File: src/hw/scpisr_pkg.sv
// Package: constants, map and carrier types of the status register system
`default_nettype none
package scpisr_pkg;
  // ----------------------------------------------------------------
  // Register groups (index of each status register)
  // ----------------------------------------------------------------
  localparam int NREG = 5;
  localparam int G_OPER = 0;
  localparam int G_QUES = 1;
  localparam int G_FREQ = 2;
  localparam int G_LIM = 3;
  localparam int G_POW = 4;
  // ----------------------------------------------------------------
  // Address map: group at 0x20*g, part at 4*p
  // ----------------------------------------------------------------
  localparam logic [3:0] P_COND = 4'h0;
  localparam logic [3:0] P_EVENT = 4'h1;
  localparam logic [3:0] P_ENABLE = 4'h2;
  localparam logic [3:0] P_PTR = 4'h3;
  localparam logic [3:0] P_NTR = 4'h4;
  localparam logic [3:0] P_EVPEEK = 4'h5;
  localparam logic [7:0] ADDR_CTRL = 8'hA0;
  localparam logic [7:0] ADDR_QUEUE = 8'hA4;
  localparam logic [7:0] ADDR_QLEVEL = 8'hA8;
  localparam logic [7:0] ADDR_IRQ_STAT = 8'hAC;
  localparam logic [7:0] ADDR_IRQ_MASK = 8'hB0;
  localparam logic [7:0] ADDR_ERR_PUSH = 8'hB4;
  localparam int CTRL_PRESET_BIT = 0;
  localparam int CTRL_CLEAR_BIT = 1;
  // ----------------------------------------------------------------
  // Reset and preset values
  // ----------------------------------------------------------------
  localparam logic [15:0] PTR_PRESET = 16'hFFFF;
  localparam logic [15:0] NTR_PRESET = 16'h0000;
  localparam logic [15:0] ENA_PRESET_MAIN = 16'h0000;
  localparam logic [15:0] ENA_PRESET_SUB = 16'hFFFF;
  localparam logic [15:0] NO_ERROR = 16'h0000;
  localparam logic [1:0] RESP_OKAY = 2'h0;
  localparam logic [1:0] RESP_SLVERR = 2'h2;
  // Interrupt status bits
  localparam int IRQ_OPER_SUM = 0;
  localparam int IRQ_QUES_SUM = 1;
  localparam int IRQ_ERR_NEW = 2;
  localparam int IRQ_ERR_OVF = 3;
  localparam int IRQ_W = 4;

  typedef struct packed {
    logic [15:0] cond;
    logic [15:0] event_bits;
    logic [15:0] enable;
    logic [15:0] ptr;
    logic [15:0] ntr;
  } scpisr_reg_t;

  typedef enum logic [2:0] {
    ST_IDLE = 3'b001,
    ST_WRESP = 3'b010,
    ST_RRESP = 3'b100
  } scpisr_state_t;
endpackage : scpisr_pkg
`default_nettype wire

File: src/hw/scpisr_top.sv
// Status register system with error queue behind an AXI4-Lite slave
//
// Our own choices: the register addresses and the AXI4-Lite interface to the registers.
`default_nettype none
module scpisr_top #(
  parameter int QDEPTH = 16
) (
  input wire logic aclk,
  input wire logic aresetn,
  input wire logic ce,
  input wire logic [15:0] oper_cond_in,
  input wire logic [15:0] ques_cond_in,
  input wire logic [15:0] freq_cond_in,
  input wire logic [15:0] lim_cond_in,
  input wire logic [15:0] pow_cond_in,
  input wire logic err_valid,
  input wire logic [15:0] err_code,
  input wire logic [7:0] s_axi_awaddr,
  input wire logic s_axi_awvalid,
  output logic s_axi_awready,
  input wire logic [31:0] s_axi_wdata,
  input wire logic [3:0] s_axi_wstrb,
  input wire logic s_axi_wvalid,
  output logic s_axi_wready,
  output logic [1:0] s_axi_bresp,
  output logic s_axi_bvalid,
  input wire logic s_axi_bready,
  input wire logic [7:0] s_axi_araddr,
  input wire logic s_axi_arvalid,
  output logic s_axi_arready,
  output logic [31:0] s_axi_rdata,
  output logic [1:0] s_axi_rresp,
  output logic s_axi_rvalid,
  input wire logic s_axi_rready,
  output logic irq,
  output logic oper_summary,
  output logic ques_summary
);
  localparam int QAW = $clog2(QDEPTH);

  // ----------------------------------------------------------------
  // State
  // ----------------------------------------------------------------
  scpisr_pkg::scpisr_reg_t regs [scpisr_pkg::NREG];
  scpisr_pkg::scpisr_reg_t next_regs [scpisr_pkg::NREG];
  logic [15:0] prev_cond [scpisr_pkg::NREG];
  logic [15:0] next_prev_cond [scpisr_pkg::NREG];
  logic [15:0] queue [QDEPTH];
  logic [15:0] next_queue [QDEPTH];
  logic [QAW-1:0] qhead, next_qhead, qtail, next_qtail;
  logic [QAW:0] qcount, next_qcount;
  logic [scpisr_pkg::IRQ_W-1:0] irq_stat, next_irq_stat, irq_mask, next_irq_mask;
  scpisr_pkg::scpisr_state_t state, next_state;
  logic aw_held, next_aw_held, w_held, next_w_held;
  logic [7:0] waddr, next_waddr;
  logic [31:0] wdata, next_wdata;
  logic [3:0] wstrb, next_wstrb;
  logic [31:0] rdata, next_rdata;
  logic [1:0] bresp, next_bresp, rresp, next_rresp;
  logic next_irq, next_oper_sum, next_ques_sum;
  logic next_awready, next_wready, next_arready, next_bvalid, next_rvalid;

  function automatic logic summary_of(input scpisr_pkg::scpisr_reg_t r);
    summary_of = |(r.event_bits & r.enable);
  endfunction : summary_of

  function automatic logic known_addr(input logic [7:0] a);
    known_addr = (a < scpisr_pkg::ADDR_CTRL && a[4:2] <= 3'(scpisr_pkg::P_EVPEEK)
      && a[1:0] == 2'h0) || a == scpisr_pkg::ADDR_CTRL || a == scpisr_pkg::ADDR_QUEUE
      || a == scpisr_pkg::ADDR_QLEVEL || a == scpisr_pkg::ADDR_IRQ_STAT
      || a == scpisr_pkg::ADDR_IRQ_MASK || a == scpisr_pkg::ADDR_ERR_PUSH;
  endfunction : known_addr

  // ----------------------------------------------------------------
  // Next-state logic
  // ----------------------------------------------------------------
  always_comb begin
    logic [15:0] live [scpisr_pkg::NREG];
    logic [15:0] rise;
    logic [15:0] fall;
    logic do_write;
    logic do_read;
    logic preset;
    logic clear;
    logic pop;
    logic push;
    logic [2:0] rg;
    logic [3:0] pt;
    logic [15:0] wv;
    logic [scpisr_pkg::IRQ_W-1:0] ev;
    for (int g = 0; g < scpisr_pkg::NREG; g++) begin
      live[g] = 16'h0000;
    end
    rise = 16'h0000;
    fall = 16'h0000;
    ev = '0;
    do_write = 1'b0;
    do_read = 1'b0;
    rg = 3'h0;
    pt = 4'h0;
    wv = 16'h0000;
    next_regs = regs;
    next_prev_cond = prev_cond;
    next_queue = queue;
    next_qhead = qhead;
    next_qtail = qtail;
    next_qcount = qcount;
    next_irq_stat = irq_stat;
    next_irq_mask = irq_mask;
    next_state = state;
    next_aw_held = aw_held;
    next_w_held = w_held;
    next_waddr = waddr;
    next_wdata = wdata;
    next_wstrb = wstrb;
    next_rdata = rdata;
    next_bresp = bresp;
    next_rresp = rresp;
    preset = 1'b0;
    clear = 1'b0;
    pop = 1'b0;
    push = 1'b0;
    // Write channels taken in either order, held until both are in
    if (s_axi_awvalid && !aw_held && state == scpisr_pkg::ST_IDLE) begin
      next_aw_held = 1'b1;
      next_waddr = s_axi_awaddr;
    end
    if (s_axi_wvalid && !w_held && state == scpisr_pkg::ST_IDLE) begin
      next_w_held = 1'b1;
      next_wdata = s_axi_wdata;
      next_wstrb = s_axi_wstrb;
    end
    do_write = aw_held && w_held && state == scpisr_pkg::ST_IDLE;
    // Reads yield to a complete write in the same cycle
    do_read = s_axi_arvalid && state == scpisr_pkg::ST_IDLE && !do_write;
    wv = {wdata[15:8] & {8{wstrb[1]}}, wdata[7:0] & {8{wstrb[0]}}};
    rg = waddr[7:5];
    pt = {1'b0, waddr[4:2]};
    if (do_write) begin
      next_aw_held = 1'b0;
      next_w_held = 1'b0;
      next_state = scpisr_pkg::ST_WRESP;
      next_bresp = known_addr(waddr) ? scpisr_pkg::RESP_OKAY : scpisr_pkg::RESP_SLVERR;
      if (waddr < scpisr_pkg::ADDR_CTRL && waddr[1:0] == 2'h0) begin
        case (pt)
          scpisr_pkg::P_ENABLE: next_regs[rg].enable = wv;
          scpisr_pkg::P_PTR: next_regs[rg].ptr = wv;
          scpisr_pkg::P_NTR: next_regs[rg].ntr = wv;
          default: next_regs[rg].enable = next_regs[rg].enable;
        endcase
      end else if (waddr == scpisr_pkg::ADDR_CTRL) begin
        preset = wv[scpisr_pkg::CTRL_PRESET_BIT];
        clear = wv[scpisr_pkg::CTRL_CLEAR_BIT];
      end else if (waddr == scpisr_pkg::ADDR_IRQ_STAT) begin
        next_irq_stat = irq_stat & ~wv[scpisr_pkg::IRQ_W-1:0];
      end else if (waddr == scpisr_pkg::ADDR_IRQ_MASK) begin
        next_irq_mask = wv[scpisr_pkg::IRQ_W-1:0];
      end else if (waddr == scpisr_pkg::ADDR_ERR_PUSH) begin
        push = 1'b1;
      end
    end
    if (do_read) begin
      next_state = scpisr_pkg::ST_RRESP;
      next_rresp = known_addr(s_axi_araddr) ? scpisr_pkg::RESP_OKAY
        : scpisr_pkg::RESP_SLVERR;
      next_rdata = 32'h0000_0000;
      rg = s_axi_araddr[7:5];
      pt = {1'b0, s_axi_araddr[4:2]};
      if (s_axi_araddr < scpisr_pkg::ADDR_CTRL && known_addr(s_axi_araddr)) begin
        case (pt)
          scpisr_pkg::P_COND: next_rdata[15:0] = regs[rg].cond;
          scpisr_pkg::P_EVENT: begin
            next_rdata[15:0] = regs[rg].event_bits;
            next_regs[rg].event_bits = 16'h0000;
          end
          scpisr_pkg::P_ENABLE: next_rdata[15:0] = regs[rg].enable;
          scpisr_pkg::P_PTR: next_rdata[15:0] = regs[rg].ptr;
          scpisr_pkg::P_NTR: next_rdata[15:0] = regs[rg].ntr;
          default: next_rdata[15:0] = regs[rg].event_bits;
        endcase
      end else if (s_axi_araddr == scpisr_pkg::ADDR_QUEUE) begin
        if (qcount != '0) begin
          next_rdata = {{16{queue[qhead][15]}}, queue[qhead]};
          pop = 1'b1;
        end else begin
          next_rdata[15:0] = scpisr_pkg::NO_ERROR;
        end
      end else if (s_axi_araddr == scpisr_pkg::ADDR_QLEVEL) begin
        next_rdata[QAW:0] = qcount;
      end else if (s_axi_araddr == scpisr_pkg::ADDR_IRQ_STAT) begin
        next_rdata[scpisr_pkg::IRQ_W-1:0] = irq_stat;
      end else if (s_axi_araddr == scpisr_pkg::ADDR_IRQ_MASK) begin
        next_rdata[scpisr_pkg::IRQ_W-1:0] = irq_mask;
      end
    end
    if (state == scpisr_pkg::ST_WRESP && s_axi_bready) begin
      next_state = scpisr_pkg::ST_IDLE;
    end
    if (state == scpisr_pkg::ST_RRESP && s_axi_rready) begin
      next_state = scpisr_pkg::ST_IDLE;
    end
    // Clear-status drops events before new transitions so a same-cycle edge survives
    if (clear) begin
      for (int g = 0; g < scpisr_pkg::NREG; g++) begin
        next_regs[g].event_bits = 16'h0000;
      end
      next_qhead = '0;
      next_qtail = '0;
      next_qcount = '0;
      pop = 1'b0;
    end
    if (preset) begin
      for (int g = 0; g < scpisr_pkg::NREG; g++) begin
        next_regs[g].ptr = scpisr_pkg::PTR_PRESET;
        next_regs[g].ntr = scpisr_pkg::NTR_PRESET;
        next_regs[g].enable = (g <= scpisr_pkg::G_QUES) ? scpisr_pkg::ENA_PRESET_MAIN
          : scpisr_pkg::ENA_PRESET_SUB;
      end
    end
    // Condition sources; sub-register summaries fill the low questionable bits
    live[scpisr_pkg::G_OPER] = oper_cond_in;
    live[scpisr_pkg::G_FREQ] = freq_cond_in;
    live[scpisr_pkg::G_LIM] = lim_cond_in;
    live[scpisr_pkg::G_POW] = pow_cond_in;
    live[scpisr_pkg::G_QUES] = {ques_cond_in[15:3], summary_of(regs[scpisr_pkg::G_POW]),
      summary_of(regs[scpisr_pkg::G_LIM]), summary_of(regs[scpisr_pkg::G_FREQ])};
    for (int g = 0; g < scpisr_pkg::NREG; g++) begin
      rise = live[g] & ~prev_cond[g] & regs[g].ptr;
      fall = ~live[g] & prev_cond[g] & regs[g].ntr;
      next_regs[g].cond = live[g];
      next_prev_cond[g] = live[g];
      next_regs[g].event_bits = next_regs[g].event_bits | rise | fall;
    end
    // Error queue; a full queue drops the new entry and flags it
    if (pop) begin
      next_qhead = QAW'(qhead + 1'b1);
    end
    // Post-clear pointers, so a push beside clear-status lands in slot zero
    if (err_valid || push) begin
      if (next_qcount == (QAW+1)'(QDEPTH) && !pop) begin
        ev[scpisr_pkg::IRQ_ERR_OVF] = 1'b1;
      end else begin
        next_queue[next_qtail] = err_valid ? err_code : wv;
        next_qtail = QAW'(next_qtail + 1'b1);
        ev[scpisr_pkg::IRQ_ERR_NEW] = 1'b1;
      end
    end
    next_qcount = next_qcount + (QAW+1)'(ev[scpisr_pkg::IRQ_ERR_NEW]) - (QAW+1)'(pop);
    next_oper_sum = summary_of(next_regs[scpisr_pkg::G_OPER]);
    next_ques_sum = summary_of(next_regs[scpisr_pkg::G_QUES]);
    ev[scpisr_pkg::IRQ_OPER_SUM] = next_oper_sum && !oper_summary;
    ev[scpisr_pkg::IRQ_QUES_SUM] = next_ques_sum && !ques_summary;
    next_irq_stat = next_irq_stat | ev;
    next_irq = |(next_irq_stat & next_irq_mask);
    // Handshake flags follow the next state so each leaves a flop
    next_awready = !next_aw_held && next_state == scpisr_pkg::ST_IDLE;
    next_wready = !next_w_held && next_state == scpisr_pkg::ST_IDLE;
    next_arready = next_state == scpisr_pkg::ST_IDLE && !(next_aw_held && next_w_held);
    next_bvalid = next_state == scpisr_pkg::ST_WRESP;
    next_rvalid = next_state == scpisr_pkg::ST_RRESP;
  end

  // ----------------------------------------------------------------
  // Registers; aresetn clears cond and event parts and presets enable, ptr and ntr
  // ----------------------------------------------------------------
  always_ff @(posedge aclk) begin
    if (!aresetn) begin
      for (int g = 0; g < scpisr_pkg::NREG; g++) begin
        regs[g] <= '{cond: 16'h0000, event_bits: 16'h0000,
          enable: (g <= scpisr_pkg::G_QUES) ? scpisr_pkg::ENA_PRESET_MAIN
          : scpisr_pkg::ENA_PRESET_SUB, ptr: scpisr_pkg::PTR_PRESET,
          ntr: scpisr_pkg::NTR_PRESET};
        prev_cond[g] <= 16'h0000;
      end
      for (int i = 0; i < QDEPTH; i++) begin
        queue[i] <= 16'h0000;
      end
      qhead <= '0;
      qtail <= '0;
      qcount <= '0;
      irq_stat <= '0;
      irq_mask <= '0;
      state <= scpisr_pkg::ST_IDLE;
      aw_held <= 1'b0;
      w_held <= 1'b0;
      waddr <= 8'h00;
      wdata <= 32'h0000_0000;
      wstrb <= 4'h0;
      rdata <= 32'h0000_0000;
      bresp <= scpisr_pkg::RESP_OKAY;
      rresp <= scpisr_pkg::RESP_OKAY;
      irq <= 1'b0;
      oper_summary <= 1'b0;
      ques_summary <= 1'b0;
      s_axi_awready <= 1'b1;
      s_axi_wready <= 1'b1;
      s_axi_arready <= 1'b1;
      s_axi_bvalid <= 1'b0;
      s_axi_rvalid <= 1'b0;
    end else if (ce) begin
      regs <= next_regs;
      prev_cond <= next_prev_cond;
      queue <= next_queue;
      qhead <= next_qhead;
      qtail <= next_qtail;
      qcount <= next_qcount;
      irq_stat <= next_irq_stat;
      irq_mask <= next_irq_mask;
      state <= next_state;
      aw_held <= next_aw_held;
      w_held <= next_w_held;
      waddr <= next_waddr;
      wdata <= next_wdata;
      wstrb <= next_wstrb;
      rdata <= next_rdata;
      bresp <= next_bresp;
      rresp <= next_rresp;
      irq <= next_irq;
      oper_summary <= next_oper_sum;
      ques_summary <= next_ques_sum;
      s_axi_awready <= next_awready;
      s_axi_wready <= next_wready;
      s_axi_arready <= next_arready;
      s_axi_bvalid <= next_bvalid;
      s_axi_rvalid <= next_rvalid;
    end
  end

  // Response payloads come straight from their flops
  assign s_axi_bresp = bresp;
  assign s_axi_rdata = rdata;
  assign s_axi_rresp = rresp;
endmodule : scpisr_top
`default_nettype wire

File: config.mk
export PLATFORM = sky130hd
export DESIGN_NAME = scpisr_top
export DESIGN_NICKNAME = d
export VERILOG_FILES = /design/src/hw/scpisr_pkg.sv /design/src/hw/scpisr_top.sv
export SDC_FILE = /design/constraint.sdc
export NUM_CORES = 2
export LEC_CHECK = 0
export BUFFER_PORTS_ARGS = -buffer_cell sky130_fd_sc_hd__buf_2
export CAP_MARGIN = 40
export CORE_MARGIN = 4
export CORE_UTILIZATION = 64
export CTS_BUF_LIST = sky130_fd_sc_hd__clkbuf_8
export CTS_CLUSTER_SIZE = 30
export DETAILED_ROUTE_END_ITERATION = 16
export HOLD_SLACK_MARGIN = 0.03
export PLACE_DENSITY = 0.83
export SYNTH_ARGS = -nofsm -noshare
export SYNTH_HDL_FRONTEND = slang
export SYNTH_SLANG_ARGS = --single-unit
export TNS_END_PERCENT = 30
File: constraint.sdc
create_clock -name aclk -period 4.75 [get_ports aclk]
set_input_delay 0.475 -clock aclk [delete_from_list [all_inputs] [get_ports aclk]]
set_output_delay 0.475 -clock aclk [all_outputs]
set_load 0.01 [all_outputs]
# Word-level counts from Yosys, hierarchy flattened
# Cells that the tools add are included.
[word_totals]
mem_count = 0
mem_bits_ro = 0
latch_bits = 0
ff_bits = 752
elab_cells = 323
mem_bits_rw = 0
output_inout_bits = 44
[op_classes]
shift = 0
eq_ne = 26
n_lt_le_gt_ge = 11
reduce_logical = 65
div_mod_pow = 0
n_mux = 98
add_sub_neg = 4
mul = 0
bitwise = 56
[ops]
columns = ["operator", "count"]
rows = [
  ["400-bit bitwise mux", 5],
  ["400-bit one-hot mux with 3 select lines", 1],
  ["384-bit two-way mux", 3],
  ["80-bit demux with 3-bit select", 4],
  ["400-bit two-way mux", 2],
  ["80-bit binary-select mux with 3-bit select", 2],
  ["16-bit bitwise AND", 25],
  ["48-bit two-way mux", 8],
  ["256-bit bitwise mux", 1],
  ["16-bit two-way mux", 14],
  ["80-bit two-way mux", 2],
  ["16-bit NOT", 10],
  ["16-bit bitwise OR", 10],
  ["8-bit equality test (second input constant)", 12],
  ["16-bit OR reduction", 5],
  ["4-bit two-way mux", 17],
  ["16-bit binary-select mux with 4-bit select", 1],
  ["16-bit demux with 4-bit select", 1],
  ["64-bit two-way mux", 1],
  ["16-bit one-hot mux with 4 select lines", 1],
  ["32-bit two-way mux", 1],
  ["27-bit two-way mux", 1],
  ["1-bit logical AND", 26],
  ["1-bit two-way mux", 24],
  ["32 further kinds", 83],
]

# Logic depth before layout (Yosys ltp)
[depth]
ltp_word = 22
ltp_mapped = 23
depth_no_buf = 21

# Least setup slack after synthesis
# No wires, ideal clock.
[synth_timing]
kind = "flip-flop to flip-flop"
startpoint = "reg waddr[3]"
endpoint = "reg qcount[4]"
stages_incl_launch_ff = 23
setup_slack_ns = 0.624
path_buffers = 1
arrival_time_ns = 3.998
period_less_slack_ns = 4.126
setup_ns = 0.128
cell_sequence = "dfxtp_1 -> buf_6 -> or3_4 -> nor3_1 -> nand2_1 -> nand2_1 -> ha_1 -> nand3_1 -> or3_1 -> and2b_4 -> inv_1 -> ha_1 -> inv_1 -> ha_1 -> fa_1 -> a21oi_1 -> nor2_1 -> nor2_1 -> nor3_1 -> a21oi_1 -> nand2_1 -> a22oi_1 -> nor2_1"
[synth_between]
elab_chain_len = 11
word_cells_on_any_way = 25
classes_between = "2 x add/sub; 1 x order compare; 5 x eq/ne; 13 x mux; 4 x reduce/logical"
[synth_lines]
columns = ["element", "line_no", "rtl"]
rows = [
  ["from (decl)", "scpisr_top.sv:55", "logic [7:0] waddr, next_waddr;"],
  ["from (signal assigned)", "scpisr_top.sv:312", "waddr <= next_waddr;"],
  ["8-bit < comparator, or another cell as far along", "scpisr_top.sv:144", "if (waddr < scpisr_pkg::ADDR_CTRL && waddr[1:0] == 2'h0) begin"],
  ["1-bit logical AND, or another cell as far along", "scpisr_top.sv:144", ""],
  ["1-bit two-way mux (on tied branches)", "scpisr_top.sv:144, scpisr_top.sv:156", ""],
  ["1-bit two-way mux (on tied branches)", "scpisr_top.sv:139, scpisr_top.sv:154", ""],
  ["5-bit two-way mux, or another cell as far along", "scpisr_top.sv:203", "if (clear) begin"],
  ["5-bit equality test, or another cell as far along", "scpisr_top.sv:240", "if (next_qcount == (QAW+1)'(QDEPTH) && !pop) begin"],
  ["1-bit logical AND or 1-bit two-way mux (tied branches)", "scpisr_top.sv:240, scpisr_top.sv:139", ""],
  ["1-bit two-way mux or 1-bit logical OR (tied branches)", "scpisr_top.sv:240, scpisr_top.sv:239", ""],
  ["2-bit two-way mux", "scpisr_top.sv:239", "if (err_valid || push) begin"],
  ["5-bit by 1-bit adder with 5-bit output", "scpisr_top.sv:248", "next_qcount = next_qcount + (QAW+1)'(ev[scpisr_pkg::IRQ_ERR_NEW]) - (QAW+1)'(pop);"],
  ["5-bit by 1-bit subtractor with 5-bit output (*)", "scpisr_top.sv:248", ""],
  ["to (signal assigned)", "scpisr_top.sv:306", "qcount <= next_qcount;"],
  ["to (decl)", "scpisr_top.sv:51", "logic [QAW:0] qcount, next_qcount;"],
]
# Mark *: on every way between the ends. The rest lies on a longest branch, timed or not.
# A chain may end at the register's enable or synchronous reset.

# Final worst setup path
# Ends and elaborated chain as after synthesis.

==> impl_table.tex <==
\begin{tabular}{lr}
\hline
Metric & Value \\
\hline
\multicolumn{2}{l}{\textbf{Floorplan}} \\
Starting density of the core & 0.649 \\
Cell Rows & 88 \\
Vert. Die Dim & 250 um \\
Core footprint & 57900 um\^{}2 \\
Top-Level Pins & 201 \\
Die boundary width & 250 um \\
Die ar. & 62700 um\^{}2 \\
\multicolumn{2}{l}{\textbf{Clock network}} \\
Total clock buffers created by CTS & 117 \\
Clock Path Buffers & 3 \\
Resized Gates After CTS & 0 \\
H-tree level count & 3 \\
CTS tree & done \\
CTS sink cnt & 735 \\
Clock transition at path regs & 0.07 ns \\
Clock Root Buffer & clkbuf\_8 \\
Clock insertion delay at the later pin of the skew report & 0.78 ns \\
\multicolumn{2}{l}{\textbf{Route}} \\
DRC violation count after routing & 0 \\
Routed wirelength normalized by instance count & 29.4 um \\
Wire length after detailed routing & 155000 um \\
Via-per-instance ratio & 7.13 \\
Number of vias after detailed routing & 37600 \\
Antenna Violating Nets Remaining & 0 \\
Number of iterations in the first detailed-routing pass & 7 \\
Number of design-rule violations left by the first detailed-router iteration & 5922 \\
\multicolumn{2}{l}{\textbf{Synthesis}} \\
Async S/R FF share, synth & 0 \\
Share of the yosys chip area belonging to registers & 0.391 \\
Area of the mapped netlist & 37600 um\^{}2 \\
Share of synthesized cell area in and, or, nand and nor gates & 0.168 \\
Main combinational cell family by area after synthesis & compound AO/OA/AOI/OAI gates \\
Proportion of synthesized area in mux cells & 0.123 \\
Synthesized-area fraction occupied by xor and xnor cells & 0.00116 \\
Yosys reg bits & 735 \\
Number of unique standard cell types used by synthesis & 93 \\
Count of flip-flops with a built-in enable after synthesis & 0 \\
Adder-Cell Fraction of Synth Area & 0.00419 \\
Average instance area after synthesis & 8.74 um\^{}2 \\
Fraction of the mapped netlist area in compound gates & 0.256 \\
Count of yosys warnings during synthesis & 0 \\
Post-synth top flop & dfxtp\_1 \\
Instance count of the mapped netlist & 4300 \\
\multicolumn{2}{l}{\textbf{STA}} \\
Slew Limit Fails & 0 \\
Max-slew headroom at the worst pin & 0.294 \\
Final-layout setup total negative slack & 0 ns \\
Total of endpoints with negative setup slack in the final report & 0 \\
Worst-case clock skew & 0.0400 ns \\
RSZ-0062 raised after global routing & no \\
Shortest period the worst path allows & 4.21 ns \\
Final Hold Viols & 0 \\
Worst hold margin & 0.114 ns \\
Least-Margin Pin Slew & 1.05 ns \\
Final cycle utilization of the critical path & 0.887 \\
Maximum clock frequency & 0.237 GHz \\
\multicolumn{2}{l}{\textbf{Finish}} \\
Commonest non-fill, non-tap cell in the layout & dfxtp\_1 \\
Non-Filler Cell Area, Final & 42300 um\^{}2 \\
Top library cells by usage in the layout, fill and taps aside & dfxtp\_1, nor2\_1, nand2\_1 \\
Number of nets in the finished design & 4588 \\
Signed area change from the synthesized netlist to the final layout & 12.5\% \\
Fraction of final layout cells sized beyond drive strength 1 & 0.183 \\
\multicolumn{2}{l}{\textbf{Min path}} \\
Kind of path behind the tightest hold check & in -> reg \\
\multicolumn{2}{l}{\textbf{GRT}} \\
Antenna violations before repair & 9 \\
GR Util All Layers & 0.475 \\
Via count of the first global-routing pass & 35300 \\
Global-route wire length before repair & 227000 um \\
Pin count of the biggest net entering global routing & 128 \\
GRT Residual Overflow & 0 \\
\multicolumn{2}{l}{\textbf{Pwr}} \\
P per Cell Area & 329 nW/um\^{}2 \\
VDD IR max & 339 uV \\
Static leakage & 15.6 nW \\
Total Power Consumption & 13.9 mW \\
\multicolumn{2}{l}{\textbf{Place}} \\
Count of input and output buffers & 177 \\
Final HPWL DP & 104000 um \\
Gp weighted congestion & 1.11 \\
Placed standard-cell area & 38800 um\^{}2 \\
\multicolumn{2}{l}{\textbf{Status}} \\
Run status & completed \\
\multicolumn{2}{l}{\textbf{Critical path}} \\
Largest stage delay on the critical path & 0.46 ns \\
Data arrival, critical path & 4.86 ns \\
Cell breakdown of the critical path & or3\_4, nor3\_1, nand2\_1, nand2\_1, ha\_1, nand3\_1, or3\_1, and2b\_4, inv\_1, ha\_1, inv\_1, ha\_1, fa\_1, a21oi\_1, nor2\_1, nor2\_1, nor3\_1, a21oi\_1, nand2\_1, a22oi\_1, nor2\_1 \\
Startpoint Class & flip-flop \\
Crit path capture type & flip-flop \\
Worst-path maximum fanout & 10 \\
Slowest cell on the critical path & fa\_1 \\
Worst setup path category & reg -> reg \\
Required time of the critical path & 5.40 ns \\
\multicolumn{2}{l}{\textbf{Run}} \\
Max-Cap Viols & 0 \\
\hline
\end{tabular}
[worst max-delay path, delay by kind of cell, from the launching register on]
kind	cells	cell delay, ns
compound gates	3	0.48
fa+ha+maj	4	0.98
buf+inv	2	0.13
flops	1	0.40
simple gates	12	2.13
[cells in the mapped netlist, types with 18 or more instances]
cell	number	area share
buf_1	34	0.0034
nand2_1	391	0.039
nor2_1	702	0.070
a221oi_1	36	0.0084
a211oi_1	183	0.037
buf_6	20	0.0060
buf_4	49	0.0098
mux2i_1	171	0.046
and2_1	43	0.0072
nand3b_1	82	0.016
mux4_2	125	0.075
nor3_1	28	0.0037
o221ai_1	25	0.0058
a22oi_1	198	0.040
nor2_2	33	0.0055
o21ai_1	18	0.0024
dfxtp_1	735	0.39
and3_1	22	0.0037
o21ai_0	183	0.024
clkbuf_1	266	0.027
a22o_1	19	0.0044
nand3_1	36	0.0048
o211ai_1	99	0.020
buf_2	47	0.0063
a21oi_1	367	0.049
a211oi_2	105	0.035
o22ai_1	63	0.010
[layout make-up]
| type | instances | area, um^2 |
|---|---|---|
| Multi-Input combinational cell | 3123 | 20800 |
| Fill cell | 4287 | 15600 |
| Sequential cell | 735 | 14700 |
| Timing Repair Buffer | 422 | 3200 |
| Clock buffer | 143 | 1970 |
| Tap cell | 765 | 957 |
| Clock inverter | 69 | 500 |
| Inverter | 20 | 82.6 |
| Antenna cell | 5 | 12.5 |
[registers in the layout (all words and copies together), names as in the netlist, 2 cells and up]
register and count:
irq_mask 4, irq_stat 4, prev_cond 80, qcount 5
qhead 4, qtail 4, queue 256, regs 320
s_axi_rdata 17, state 3, waddr 8, wdata 16
wstrb 2
[metal layers]
| layer | track usage | part of all wire |
|---|---|---|
| met1 | 0.580 | 0.34 |
| met2 | 0.703 | 0.42 |
| met3 | 0.145 | 0.14 |
| met4 | 0.366 | 0.10 |
| met5 | 0.00618 | 0.00086 |
[stage by stage]
stage	setup slack, ns	utilization	cells
6_report	0.539	0.730	5282
4_1_cts	0.609	0.729	5272
3_5_place_dp	0.624	0.670	4962
5_1_grt	0.156	0.730	5280
2_1_floorplan	0.624	-	4301
3_3_place_gp	0.614	0.666	4948
[cells by family (layout without fill, tap and decap cells)]
family	count (synthesis)	after routing
AOI/OAI and AO/OA	1382	1382
xor gates and xnor gates	5	5
adders and majority gates	12	12
buffers and inverters	443	654
DFF	735	735
muxes	304	304
other	1	7
and+or+nand+nor	1418	1418
[final timing paths]
path,cells after the start,from,endpoint,slack (ns)
min reg2reg,2,wdata[15]$_SDFFE_PN0P_,wdata[15]$_SDFFE_PN0P_,0.46
max reg2reg,21,waddr[3]$_SDFFE_PN0P_,qcount[4]$_SDFFE_PN0P_,0.54
max,21,waddr[3]$_SDFFE_PN0P_,qcount[4]$_SDFFE_PN0P_,0.54
min,3,pow_cond_in[14],prev_cond[14]$_SDFFE_PN0P_,0.11
[report_power, final]
part,internal [mW],total (mW),switching (mW),leakage (nW)
registers,6.32,6.52,0.201,5.98
clock network,3.06,5.76,2.69,1.44
logic,0.597,1.64,1.04,8.22
[timing repair]
item / 4_1_cts / 5_1_grt
buffers inserted: 0 / 0
endpoints found under the hold margin: 100 / 0
hold buffers: 98 / 0
(Power assumes the default switching activity.)
